**config.mk**
```make
export PLATFORM = sky130hd
export DESIGN_NAME = cfer_event_req
export DESIGN_NICKNAME = d
export VERILOG_FILES = /design/src/cfer_pkg.sv /design/src/cfer_reg_if.sv /design/src/cfer_event_req.sv /design/src/cfer_axil_slave.sv
export SDC_FILE = /design/constraint.sdc
export NUM_CORES = 1
export LEC_CHECK = 0
export BUFFER_PORTS_ARGS = -buffer_cell sky130_fd_sc_hd__buf_2
export CAP_MARGIN = 5
export CORE_AREA = 5 5 121 146
export DETAILED_ROUTE_END_ITERATION = 8
export DIE_AREA = 0 0 126 151
export PLACE_DENSITY = 0.84
export SLEW_MARGIN = 20
export SYNTH_ARGS = -nofsm -noshare
export SYNTH_HDL_FRONTEND = slang
export SYNTH_HIERARCHICAL = 1
export SYNTH_SLANG_ARGS = --single-unit
```
**constraint.sdc**
```tcl
create_clock -name SYS_CLK -period 5.5 [get_ports SYS_CLK]
set_clock_uncertainty 0.05 [all_clocks]
set_input_delay 0.55 -clock SYS_CLK [delete_from_list [all_inputs] [get_ports SYS_CLK]]
set_output_delay 0.55 -clock SYS_CLK [all_outputs]
set_load 0.005 [all_outputs]
```
**src/cfer_pkg.sv**
```systemverilog
// package: register map, field layout and decode for the codec event request block
package cfer_pkg;
	// bus widths
	localparam int AXI_ADDR_W = 8;
	localparam int AXI_DATA_W = 32;
	localparam int AXI_STRB_W = 4;
	localparam int REG_W = 16;
	// register byte offsets
	localparam logic [AXI_ADDR_W-1:0] OFS_TRIG_CTRL = 8'h00;
	localparam logic [AXI_ADDR_W-1:0] OFS_IRQ_ENABLE = 8'h04;
	localparam logic [AXI_ADDR_W-1:0] OFS_IRQ_PENDING = 8'h08;
	localparam logic [AXI_ADDR_W-1:0] OFS_COEFF_OUTER = 8'h0c;
	localparam logic [AXI_ADDR_W-1:0] OFS_COEFF_INNER = 8'h10;
	localparam logic [AXI_ADDR_W-1:0] OFS_FILTER_CTRL = 8'h14;
	// reset values
	localparam logic [REG_W-1:0] REG_RST = 16'h0000;
	// trigger control fields
	localparam int TRIG_LVL_W = 4;
	localparam int TRIG_CAP1_LSB = 0;
	localparam int TRIG_CAP2_LSB = 4;
	localparam int TRIG_PLAY_LSB = 8;
	localparam int TRIG_DMA_LSB = 12;
	// interrupt enable / pending bit positions
	localparam int NUM_FIFO = 4;
	localparam int NUM_CONV = 3;
	localparam int NUM_SRC = 14;
	localparam int IRQ_FIFO_LSB = 0;
	localparam int IRQ_PWRUP_LSB = 4;
	localparam int IRQ_PWRDN_LSB = 7;
	localparam int IRQ_ZX_LEFT = 10;
	localparam int IRQ_ZX_RIGHT = 11;
	localparam int IRQ_MIC_CLIP = 12;
	localparam int IRQ_ST_CLIP = 13;
	localparam logic [REG_W-1:0] IRQ_USED_MASK = 16'h3fff;
	// filter control fields
	localparam int FILT_CUSTOM_BIT = 0;
	// bus responses
	localparam logic [1:0] RESP_OKAY = 2'h0;
	localparam logic [1:0] RESP_SLVERR = 2'h2;
	// register selection
	typedef enum {SEL_TRIG, SEL_IRQEN, SEL_PEND, SEL_COUT, SEL_CIN, SEL_FILT, SEL_NONE} cfer_sel_e;
	// address decode, shared by bus slave and register file
	function automatic cfer_sel_e cfer_decode(input logic [AXI_ADDR_W-1:0] addr);
		case (addr)
			OFS_TRIG_CTRL: cfer_decode = SEL_TRIG;
			OFS_IRQ_ENABLE: cfer_decode = SEL_IRQEN;
			OFS_IRQ_PENDING: cfer_decode = SEL_PEND;
			OFS_COEFF_OUTER: cfer_decode = SEL_COUT;
			OFS_COEFF_INNER: cfer_decode = SEL_CIN;
			OFS_FILTER_CTRL: cfer_decode = SEL_FILT;
			default: cfer_decode = SEL_NONE;
		endcase
	endfunction : cfer_decode
endpackage : cfer_pkg

```
**src/cfer_reg_if.sv**
```systemverilog
// interface: register access between bus slave and register file
`timescale 1ns/1ns
interface cfer_reg_if import cfer_pkg::*; ();
	logic wr_stb;
	logic [AXI_ADDR_W-1:0] wr_addr;
	logic [AXI_DATA_W-1:0] wr_data;
	logic [AXI_STRB_W-1:0] wr_strb;
	logic [AXI_ADDR_W-1:0] rd_addr;
	logic [AXI_DATA_W-1:0] rd_data;
	modport master (output wr_stb, wr_addr, wr_data, wr_strb, rd_addr, input rd_data);
	modport target (input wr_stb, wr_addr, wr_data, wr_strb, rd_addr, output rd_data);
endinterface : cfer_reg_if

```
**src/cfer_event_req.sv**
```systemverilog
// module: codec fifo event, dma request and interrupt pending logic
//
// Summary of operation
// - trigger control register, sixteen bits, read/write, zero after reset
// - bits 3:0 give first capture fifo trigger level in empty words
// - bits 7:4 give second capture fifo trigger level in empty words
// - bits 11:8 give playback trigger level in valid words, either fifo
// - bit 12 requests dma on first capture trigger unless its interrupt enabled
// - bit 13 requests dma on second capture trigger unless its interrupt enabled
// - bit 14 requests dma on left playback trigger unless its interrupt enabled
// - bit 15 requests dma on right playback trigger unless its interrupt enabled
// - interrupt enable register, zero after reset; pending updates only when any enabled
// - enable bit 0: first capture trigger, full or empty interrupts
// - enable bit 1: second capture trigger, full or empty interrupts
// - enable bit 2: left playback trigger, full or empty interrupts
// - enable bit 3: right playback trigger, full or empty interrupts
// - enable bits 4 to 6: converter power-up complete interrupts
// - enable bits 7 to 9: converter power-down complete interrupts
// - enable bit 10: left filter output sign change interrupt
// - outer coefficients register, zero after reset, used only with custom compensation
// - inner coefficients register, zero after reset, used only with custom compensation
// - pending bit set only when source enabled and asserting, same positions
// - writing one clears a pending bit while any enable is set, zero leaves it alone
// - enable bit 11: right filter output zero crossing interrupt
// - enable bits 12 and 13: microphone clip and sidetone clip interrupts
//
// The placing of the registers and register access over AXI4-Lite were chosen for this implementation.
`timescale 1ns/1ns
module cfer_event_req import cfer_pkg::*; #(
	parameter int CNT_W = 5
) (
	// clock and reset
	input wire logic SYS_CLK,
	input wire logic RST,
	// axi4-lite write address and data
	input wire logic [AXI_ADDR_W-1:0] S_AXI_AWADDR,
	input wire logic S_AXI_AWVALID,
	output logic S_AXI_AWREADY,
	input wire logic [AXI_DATA_W-1:0] S_AXI_WDATA,
	input wire logic [AXI_STRB_W-1:0] S_AXI_WSTRB,
	input wire logic S_AXI_WVALID,
	output logic S_AXI_WREADY,
	// axi4-lite write response
	output logic [1:0] S_AXI_BRESP,
	output logic S_AXI_BVALID,
	input wire logic S_AXI_BREADY,
	// axi4-lite read
	input wire logic [AXI_ADDR_W-1:0] S_AXI_ARADDR,
	input wire logic S_AXI_ARVALID,
	output logic S_AXI_ARREADY,
	output logic [AXI_DATA_W-1:0] S_AXI_RDATA,
	output logic [1:0] S_AXI_RRESP,
	output logic S_AXI_RVALID,
	input wire logic S_AXI_RREADY,
	// capture fifo status
	input wire logic [CNT_W-1:0] CAP1_EMPTY_WORDS,
	input wire logic CAP1_FULL,
	input wire logic CAP1_EMPTY,
	input wire logic [CNT_W-1:0] CAP2_EMPTY_WORDS,
	input wire logic CAP2_FULL,
	input wire logic CAP2_EMPTY,
	// playback fifo status
	input wire logic [CNT_W-1:0] PLAY_L_VALID_WORDS,
	input wire logic PLAY_L_FULL,
	input wire logic PLAY_L_EMPTY,
	input wire logic [CNT_W-1:0] PLAY_R_VALID_WORDS,
	input wire logic PLAY_R_FULL,
	input wire logic PLAY_R_EMPTY,
	// converter and filter events
	input wire logic [NUM_CONV-1:0] POWERUP_DONE,
	input wire logic [NUM_CONV-1:0] POWERDOWN_DONE,
	input wire logic LEFT_FILTER_SIGN,
	input wire logic RIGHT_FILTER_SIGN,
	input wire logic MIC_CLIP,
	input wire logic SIDETONE_CLIP_L,
	input wire logic SIDETONE_CLIP_R,
	// requests
	output logic [NUM_FIFO-1:0] DMA_REQ,
	output logic CODEC_IRQ,
	// compensation filter coefficients
	output logic CUSTOM_COMP,
	output logic [REG_W-1:0] COEFF_OUTER,
	output logic [REG_W-1:0] COEFF_INNER
);
	cfer_reg_if rb ();
	logic [REG_W-1:0] trig_r;
	logic [REG_W-1:0] irqen_r;
	logic [REG_W-1:0] pend_r;
	logic [REG_W-1:0] pend_nxt;
	logic [REG_W-1:0] cout_r;
	logic [REG_W-1:0] cin_r;
	logic [REG_W-1:0] filt_r;
	logic [REG_W-1:0] pend_clr;
	logic [REG_W-1:0] src;
	logic [CNT_W-1:0] fifo_cnt [NUM_FIFO];
	logic [TRIG_LVL_W-1:0] fifo_lvl [NUM_FIFO];
	logic [NUM_FIFO-1:0] fifo_full;
	logic [NUM_FIFO-1:0] fifo_empty;
	logic [NUM_FIFO-1:0] trig_hit;
	logic [NUM_FIFO-1:0] dma_nxt;
	logic sign_l_r;
	logic sign_r_r;
	cfer_sel_e wr_sel;

	// merges a write into a 16-bit register through the low byte lanes
	function automatic logic [REG_W-1:0] cfer_merge(input logic [REG_W-1:0] old,
		input logic [AXI_DATA_W-1:0] data, input logic [AXI_STRB_W-1:0] strb);
		cfer_merge = old;
		if (strb[0]) begin
			cfer_merge[7:0] = data[7:0];
		end
		if (strb[1]) begin
			cfer_merge[15:8] = data[15:8];
		end
	endfunction : cfer_merge

	// bus front end
	cfer_axil_slave u_slave (
		.clk(SYS_CLK),
		.rst(RST),
		.awaddr(S_AXI_AWADDR),
		.awvalid(S_AXI_AWVALID),
		.awready(S_AXI_AWREADY),
		.wdata(S_AXI_WDATA),
		.wstrb(S_AXI_WSTRB),
		.wvalid(S_AXI_WVALID),
		.wready(S_AXI_WREADY),
		.bresp(S_AXI_BRESP),
		.bvalid(S_AXI_BVALID),
		.bready(S_AXI_BREADY),
		.araddr(S_AXI_ARADDR),
		.arvalid(S_AXI_ARVALID),
		.arready(S_AXI_ARREADY),
		.rdata(S_AXI_RDATA),
		.rresp(S_AXI_RRESP),
		.rvalid(S_AXI_RVALID),
		.rready(S_AXI_RREADY),
		.rb(rb.master)
	);

	assign wr_sel = rb.wr_stb ? cfer_decode(rb.wr_addr) : SEL_NONE;

	// fifo status gathered per channel, capture counts empty, playback counts valid
	assign fifo_cnt[0] = CAP1_EMPTY_WORDS;
	assign fifo_cnt[1] = CAP2_EMPTY_WORDS;
	assign fifo_cnt[2] = PLAY_L_VALID_WORDS;
	assign fifo_cnt[3] = PLAY_R_VALID_WORDS;
	assign fifo_lvl[0] = trig_r[TRIG_CAP1_LSB +: TRIG_LVL_W];
	assign fifo_lvl[1] = trig_r[TRIG_CAP2_LSB +: TRIG_LVL_W];
	assign fifo_lvl[2] = trig_r[TRIG_PLAY_LSB +: TRIG_LVL_W];
	assign fifo_lvl[3] = trig_r[TRIG_PLAY_LSB +: TRIG_LVL_W];
	assign fifo_full = {PLAY_R_FULL, PLAY_L_FULL, CAP2_FULL, CAP1_FULL};
	assign fifo_empty = {PLAY_R_EMPTY, PLAY_L_EMPTY, CAP2_EMPTY, CAP1_EMPTY};

	// per-fifo trigger, interrupt source and dma steering
	for (genvar i = 0; i < NUM_FIFO; i++) begin : g_fifo
		assign trig_hit[i] = (fifo_cnt[i] <= CNT_W'(fifo_lvl[i]));
		assign src[IRQ_FIFO_LSB + i] = trig_hit[i] | fifo_full[i] | fifo_empty[i];
		assign dma_nxt[i] = trig_r[TRIG_DMA_LSB + i] & ~irqen_r[IRQ_FIFO_LSB + i] & trig_hit[i];

		// interrupt enable wins over the dma enable
		dma_excl_a: assert property (@(posedge SYS_CLK) disable iff (RST)
			irqen_r[IRQ_FIFO_LSB + i] |=> !DMA_REQ[i])
			else $error("dma request while fifo interrupt enabled");
		// request follows the enabled trigger one cycle later
		dma_follow_a: assert property (@(posedge SYS_CLK) disable iff (RST)
			trig_r[TRIG_DMA_LSB + i] && !irqen_r[IRQ_FIFO_LSB + i] && fifo_cnt[i] <= CNT_W'(fifo_lvl[i])
			|=> DMA_REQ[i])
			else $error("dma request missing for trigger");
		// fifo sources latch into pending while enabled
		fifo_pend_a: assert property (@(posedge SYS_CLK) disable iff (RST)
			irqen_r[IRQ_FIFO_LSB + i] && (fifo_full[i] || fifo_empty[i] || trig_hit[i])
			|=> pend_r[IRQ_FIFO_LSB + i])
			else $error("fifo pending bit not set");
	end

	// converter power sequencing, zero crossings and clipping sources
	assign src[IRQ_PWRUP_LSB +: NUM_CONV] = POWERUP_DONE;
	assign src[IRQ_PWRDN_LSB +: NUM_CONV] = POWERDOWN_DONE;
	assign src[IRQ_ZX_LEFT] = LEFT_FILTER_SIGN ^ sign_l_r;
	assign src[IRQ_ZX_RIGHT] = RIGHT_FILTER_SIGN ^ sign_r_r;
	assign src[IRQ_MIC_CLIP] = MIC_CLIP;
	assign src[IRQ_ST_CLIP] = SIDETONE_CLIP_L | SIDETONE_CLIP_R;
	assign src[REG_W-1:NUM_SRC] = '0;

	// previous filter sign, for sign-change detection
	always_ff @(posedge SYS_CLK) begin
		if (RST) begin
			sign_l_r <= 1'b0;
			sign_r_r <= 1'b0;
		end else begin
			sign_l_r <= LEFT_FILTER_SIGN;
			sign_r_r <= RIGHT_FILTER_SIGN;
		end
	end

	// trigger control register
	always_ff @(posedge SYS_CLK) begin
		if (RST) begin
			trig_r <= REG_RST;
		end else if (wr_sel == SEL_TRIG) begin
			trig_r <= cfer_merge(trig_r, rb.wr_data, rb.wr_strb);
		end
	end

	// interrupt enable register, reserved top bits held at zero
	always_ff @(posedge SYS_CLK) begin
		if (RST) begin
			irqen_r <= REG_RST;
		end else if (wr_sel == SEL_IRQEN) begin
			irqen_r <= cfer_merge(irqen_r, rb.wr_data, rb.wr_strb) & IRQ_USED_MASK;
		end
	end

	// coefficient and filter control registers
	always_ff @(posedge SYS_CLK) begin
		if (RST) begin
			cout_r <= REG_RST;
			cin_r <= REG_RST;
			filt_r <= REG_RST;
		end else begin
			if (wr_sel == SEL_COUT) begin
				cout_r <= cfer_merge(cout_r, rb.wr_data, rb.wr_strb);
			end
			if (wr_sel == SEL_CIN) begin
				cin_r <= cfer_merge(cin_r, rb.wr_data, rb.wr_strb);
			end
			if (wr_sel == SEL_FILT) begin
				filt_r <= cfer_merge(filt_r, rb.wr_data, rb.wr_strb);
			end
		end
	end

	// write-one-to-clear mask for pending bits
	assign pend_clr = (wr_sel == SEL_PEND) ?
		cfer_merge(REG_RST, rb.wr_data, rb.wr_strb) : REG_RST;

	// pending: a new event beats a clear in the same cycle
	assign pend_nxt = ((pend_r & ~pend_clr) | (src & irqen_r)) & IRQ_USED_MASK;

	// pending register only advances while some enable is set
	always_ff @(posedge SYS_CLK) begin
		if (RST) begin
			pend_r <= REG_RST;
		end else if (|irqen_r) begin
			pend_r <= pend_nxt;
		end
	end

	// request outputs
	always_ff @(posedge SYS_CLK) begin
		if (RST) begin
			DMA_REQ <= '0;
			CODEC_IRQ <= 1'b0;
		end else begin
			DMA_REQ <= dma_nxt;
			CODEC_IRQ <= (|irqen_r) ? |pend_nxt : |pend_r;
		end
	end

	// coefficients reach the filter only with custom compensation selected
	always_ff @(posedge SYS_CLK) begin
		if (RST) begin
			CUSTOM_COMP <= 1'b0;
			COEFF_OUTER <= REG_RST;
			COEFF_INNER <= REG_RST;
		end else begin
			CUSTOM_COMP <= filt_r[FILT_CUSTOM_BIT];
			COEFF_OUTER <= filt_r[FILT_CUSTOM_BIT] ? cout_r : REG_RST;
			COEFF_INNER <= filt_r[FILT_CUSTOM_BIT] ? cin_r : REG_RST;
		end
	end

	// read multiplexer, unmapped offsets read zero
	always_comb begin
		rb.rd_data = '0;
		case (cfer_decode(rb.rd_addr))
			SEL_TRIG: rb.rd_data[REG_W-1:0] = trig_r;
			SEL_IRQEN: rb.rd_data[REG_W-1:0] = irqen_r;
			SEL_PEND: rb.rd_data[REG_W-1:0] = pend_r;
			SEL_COUT: rb.rd_data[REG_W-1:0] = cout_r;
			SEL_CIN: rb.rd_data[REG_W-1:0] = cin_r;
			SEL_FILT: rb.rd_data[REG_W-1:0] = filt_r;
			default: rb.rd_data = '0;
		endcase
	end

	// checks on registers and requests
	trig_rst_a: assert property (@(posedge SYS_CLK) RST |=> trig_r == REG_RST && irqen_r == REG_RST)
		else $error("control registers not zero after reset");

	pend_gate_a: assert property (@(posedge SYS_CLK) disable iff (RST)
		irqen_r == REG_RST |=> $stable(pend_r))
		else $error("pending changed with all enables clear");

	pend_only_a: assert property (@(posedge SYS_CLK) disable iff (RST)
		$rose(pend_r[IRQ_MIC_CLIP]) |-> $past(irqen_r[IRQ_MIC_CLIP]) && $past(MIC_CLIP))
		else $error("pending set without enabled source");

	pwrup_pend_a: assert property (@(posedge SYS_CLK) disable iff (RST)
		irqen_r[IRQ_PWRUP_LSB] && POWERUP_DONE[0] |=> pend_r[IRQ_PWRUP_LSB])
		else $error("power-up pending missing");

	pwrdn_pend_a: assert property (@(posedge SYS_CLK) disable iff (RST)
		irqen_r[IRQ_PWRDN_LSB + 2] && POWERDOWN_DONE[2] |=> pend_r[IRQ_PWRDN_LSB + 2])
		else $error("power-down pending missing");

	zero_cross_a: assert property (@(posedge SYS_CLK) disable iff (RST)
		(irqen_r[IRQ_ZX_LEFT] && $changed(LEFT_FILTER_SIGN) |=> pend_r[IRQ_ZX_LEFT])
		and (irqen_r[IRQ_ZX_RIGHT] && $changed(RIGHT_FILTER_SIGN) |=> pend_r[IRQ_ZX_RIGHT]))
		else $error("zero crossing not latched");

	st_clip_a: assert property (@(posedge SYS_CLK) disable iff (RST)
		irqen_r[IRQ_ST_CLIP] && SIDETONE_CLIP_R |=> pend_r[IRQ_ST_CLIP])
		else $error("sidetone clip pending missing");

	pend_clr_a: assert property (@(posedge SYS_CLK) disable iff (RST)
		(|irqen_r) && pend_clr[IRQ_MIC_CLIP] && !(src[IRQ_MIC_CLIP] && irqen_r[IRQ_MIC_CLIP])
		|=> !pend_r[IRQ_MIC_CLIP])
		else $error("write-one did not clear pending");

	irq_out_a: assert property (@(posedge SYS_CLK) disable iff (RST)
		##1 CODEC_IRQ == (|pend_r))
		else $error("interrupt output disagrees with pending");

	rsvd_zero_a: assert property (@(posedge SYS_CLK) disable iff (RST)
		irqen_r[REG_W-1:NUM_SRC] == '0 && pend_r[REG_W-1:NUM_SRC] == '0)
		else $error("reserved enable bits not zero");

	coeff_gate_a: assert property (@(posedge SYS_CLK) disable iff (RST)
		!filt_r[FILT_CUSTOM_BIT] |=> COEFF_OUTER == REG_RST && COEFF_INNER == REG_RST)
		else $error("coefficients applied without custom compensation");

	// main scenarios
	irq_raise_c: cover property (@(posedge SYS_CLK) disable iff (RST) $rose(CODEC_IRQ));
	dma_raise_c: cover property (@(posedge SYS_CLK) disable iff (RST) $rose(DMA_REQ[0]));
	clr_race_c: cover property (@(posedge SYS_CLK) disable iff (RST)
		|(pend_clr & src & irqen_r));
	bus_err_c: cover property (@(posedge SYS_CLK) disable iff (RST)
		S_AXI_RVALID && S_AXI_RRESP == RESP_SLVERR);
endmodule : cfer_event_req

```
**src/cfer_axil_slave.sv**
```systemverilog
// module: axi4-lite slave front end for the codec event request registers
`timescale 1ns/1ns
module cfer_axil_slave import cfer_pkg::*; (
	// clock and reset
	input wire logic clk,
	input wire logic rst,
	// write address and data
	input wire logic [AXI_ADDR_W-1:0] awaddr,
	input wire logic awvalid,
	output logic awready,
	input wire logic [AXI_DATA_W-1:0] wdata,
	input wire logic [AXI_STRB_W-1:0] wstrb,
	input wire logic wvalid,
	output logic wready,
	// write response
	output logic [1:0] bresp,
	output logic bvalid,
	input wire logic bready,
	// read address and data
	input wire logic [AXI_ADDR_W-1:0] araddr,
	input wire logic arvalid,
	output logic arready,
	output logic [AXI_DATA_W-1:0] rdata,
	output logic [1:0] rresp,
	output logic rvalid,
	input wire logic rready,
	// register side
	cfer_reg_if.master rb
);
	typedef enum {RD_IDLE, RD_FETCH, RD_RESP} cfer_rd_e;
	logic aw_held_r;
	logic w_held_r;
	logic [AXI_ADDR_W-1:0] awaddr_r;
	logic [AXI_ADDR_W-1:0] araddr_r;
	logic [AXI_DATA_W-1:0] wdata_r;
	logic [AXI_STRB_W-1:0] wstrb_r;
	cfer_rd_e rd_state_r;

	// write strobe once both halves are held and no response is out
	assign rb.wr_stb = aw_held_r & w_held_r & ~bvalid;
	assign rb.wr_addr = awaddr_r;
	assign rb.wr_data = wdata_r;
	assign rb.wr_strb = wstrb_r;
	assign rb.rd_addr = araddr_r;

	// write address channel, blocked until the response is taken
	always_ff @(posedge clk) begin
		if (rst) begin
			aw_held_r <= 1'b0;
			awready <= 1'b0;
			awaddr_r <= '0;
		end else if (awvalid && awready) begin
			aw_held_r <= 1'b1;
			awready <= 1'b0;
			awaddr_r <= awaddr;
		end else if (bvalid && bready) begin
			aw_held_r <= 1'b0;
			awready <= 1'b1;
		end else begin
			awready <= ~aw_held_r;
		end
	end

	// write data channel, independent of the address
	always_ff @(posedge clk) begin
		if (rst) begin
			w_held_r <= 1'b0;
			wready <= 1'b0;
			wdata_r <= '0;
			wstrb_r <= '0;
		end else if (wvalid && wready) begin
			w_held_r <= 1'b1;
			wready <= 1'b0;
			wdata_r <= wdata;
			wstrb_r <= wstrb;
		end else if (bvalid && bready) begin
			w_held_r <= 1'b0;
			wready <= 1'b1;
		end else begin
			wready <= ~w_held_r;
		end
	end

	// write response, error for unmapped offsets
	always_ff @(posedge clk) begin
		if (rst) begin
			bvalid <= 1'b0;
			bresp <= RESP_OKAY;
		end else if (rb.wr_stb) begin
			bvalid <= 1'b1;
			bresp <= (cfer_decode(awaddr_r) == SEL_NONE) ? RESP_SLVERR : RESP_OKAY;
		end else if (bready) begin
			bvalid <= 1'b0;
		end
	end

	// read path: take address, fetch one cycle, hold data until taken
	always_ff @(posedge clk) begin
		if (rst) begin
			rd_state_r <= RD_IDLE;
			arready <= 1'b0;
			araddr_r <= '0;
			rvalid <= 1'b0;
			rdata <= '0;
			rresp <= RESP_OKAY;
		end else begin
			case (rd_state_r)
				RD_IDLE: begin
					arready <= 1'b1;
					if (arvalid && arready) begin
						araddr_r <= araddr;
						arready <= 1'b0;
						rd_state_r <= RD_FETCH;
					end
				end
				RD_FETCH: begin
					rdata <= rb.rd_data;
					rresp <= (cfer_decode(araddr_r) == SEL_NONE) ? RESP_SLVERR : RESP_OKAY;
					rvalid <= 1'b1;
					rd_state_r <= RD_RESP;
				end
				RD_RESP: begin
					if (rready) begin
						rvalid <= 1'b0;
						rd_state_r <= RD_IDLE;
					end
				end
				default: rd_state_r <= RD_IDLE;
			endcase
		end
	end
endmodule : cfer_axil_slave

```
==> qor.txt <==
Die width -> 126 um
Crit path arrival time -> 3.84 ns
CP top delay family -> simple AND/OR/NAND/NOR gates
Clk buf depth -> 3
Final WL -> 22700 um
Util after Layout -> 64.8%
Hpwl dp -> 16500 um
Fmax -> 288 MHz
Layout cells sized above 1 -> 20.2%
Routed wire per std cell -> 16.8 um
Worst hold-check path type -> in -> reg
Most common cell after layout, fill and taps aside -> dfxtp_1
GR Util All Layers -> 22.9%
Worst Path Buf+Inv -> 0
Initial antenna violation count -> 1
Min Tclk post-route -> 3.47 ns
Rel. slew slack -> 25.6%
Crit-path slowest cell -> or4_1
Worst Hold Launch -> CAP2_EMPTY_WORDS[4]
Core area -> 0.0161 mm^2
Critical Path End Type -> flip-flop
Vias in the first global route -> 7150
Clk root buf -> clkbuf_16
Postcts setup bufs -> 0
Setup crit start -> u_slave/rb.rd_addr[7]$_SDFFE_PP0P_
Post-DR vias/cell -> 5.54
Total grt overflow -> 0
Die Ht -> 151 um
Crit path max fanout -> 17
DRT iter0 DRCs -> 532
# resized after CTS -> 0
Post-CTS Hold Fix Bufs -> 0
Syn Inst Count -> 985
Pins Over Slew Limit -> 0
Leak -> 4.43 nW
Drt first pass iters -> 5
DRT antenna net count -> 0
GPL Wtd Cong -> 0.933
Worst-path clk slew -> 0.07 ns
Global-route wire length before repair -> 36000 um
Synth-to-layout area growth -> 18.0%
Syn Area/Cell -> 8.96 um^2
CP Class -> reg -> reg
CTS buffer count -> 21
Pwr Density -> 317 mW/mm^2
Setup violators final -> 0
CP dominant cell by count -> a21oi_1
CP cell instances -> or4_4 -> or3_2 -> ha_1 -> nand2b_1 -> or4_1 -> o22ai_1 -> a21o_1 -> a21oi_1 -> o21ai_1 -> nand2_1 -> a21oi_1
IO Port Bufs -> 156
CP max stage delay -> 0.74 ns
R2r startpoint -> u_slave/rb.rd_addr[7]$_SDFFE_PP0P_
Worst hold slack -> 0.168 ns
Post-Route Setup TNS -> 0 ns
# rows -> 51
Total number of vias -> 7494
Status -> finished, final reports clean
Final net count -> 1242
Critical Path Source Type -> flip-flop
Unrepaired setup endpoints after global routing -> false
MaxCap Viol Count -> 0
Largest net degree at the start of global routing -> 82
Worst-margin pin slew -> 1.11 ns
Ant diodes -> 0
Initial core utilization -> 54.9%
Ports -> 177
Synth Cell Area -> 0.00883 mm^2
Most frequent cells in the layout -> 209 x dfxtp_1, 157 x nand2_1, 155 x buf_2
DRC Markers -> 0
Clk Latency, worst-skew pair -> 0.50 ns
Number of clock sinks -> 209
IR Drop Worst-Case VDD -> 296 uV
CTS tree -> built
Die Area -> 0.0190 mm^2
H-tree levels -> 1
YS warnings -> 6
Final Hold Viols -> 0
Final Cycle Share -> 63.2%
Critical path required time -> 5.87 ns
## final timing paths
kind / to / slack, ns / cells past startpoint
max: u_slave/rdata[15]$_SDFFE_PP0P_ / 2.03 / 11
min: DMA_REQ[1]$_SDFF_PP0_ / 0.17 / 2
max reg2reg: u_slave/rdata[15]$_SDFFE_PP0P_ / 2.03 / 11
min reg2reg: u_slave/rdata[18]$_SDFFE_PP0P_ / 0.40 / 2
## layout make-up
cell class                 count  area (um^2)
sequential                   209         4180
multi-input combinational    705         4280
clock buffer                  28          602
inverter                      26         97.6
fill                        1333         5660
clock inverter                 9          145
tap                          212          265
timing repair buffer         164          843
## state kept, by name, summed over array words and instances, names as in the netlist, 2 cells and up
signal / flops
u_slave/rb.wr_strb: 2
filt_r: 16
u_slave/rb.rd_addr: 8
u_slave/rb.wr_addr: 8
irqen_r: 14
trig_r: 16
DMA_REQ: 4
cin_r: 16
pend_r: 14
u_slave/rdata: 32
u_slave/rb.wr_data: 16
COEFF_OUTER: 16
COEFF_INNER: 16
u_slave/rd_state_r: 2
cout_r: 16
## layer usage
layer | global-route usage [%] | part of all wire [%] | vias up
li1 | - | - | 3651
met3 | 5.33 | 9.7 | 65
met1 | 29.4 | 42 | 3446
met4 | 8.80 | 3.6 | 2
met2 | 37.8 | 45 | 330
met5 | 0 | 0.049 | -
## where the power goes
group	switching, mW	leakage (nW)	total [mW]	internal [mW]
logic	0.123	2.37	0.201	0.0776
registers	0.0322	1.69	1.57	1.54
clock network	0.579	0.373	1.53	0.954
total	0.734	4.43	3.30	2.57
## through the flow
stage | setup WS (ns) | std cells | instance area [um^2] | power [mW]
floorplan | 2.60 | 1001 | 8890 | 1.73
global placement | 2.12 | 1316 | 9660 | 1.79
detailed placement | 2.06 | 1316 | 9670 | 1.80
CTS | 2.05 | 1353 | 10400 | 3.32
global route | 1.88 | 1353 | 10400 | 3.41
finish | 2.03 | 1353 | 10400 | 3.30
(Power assumes the default switching activity.)
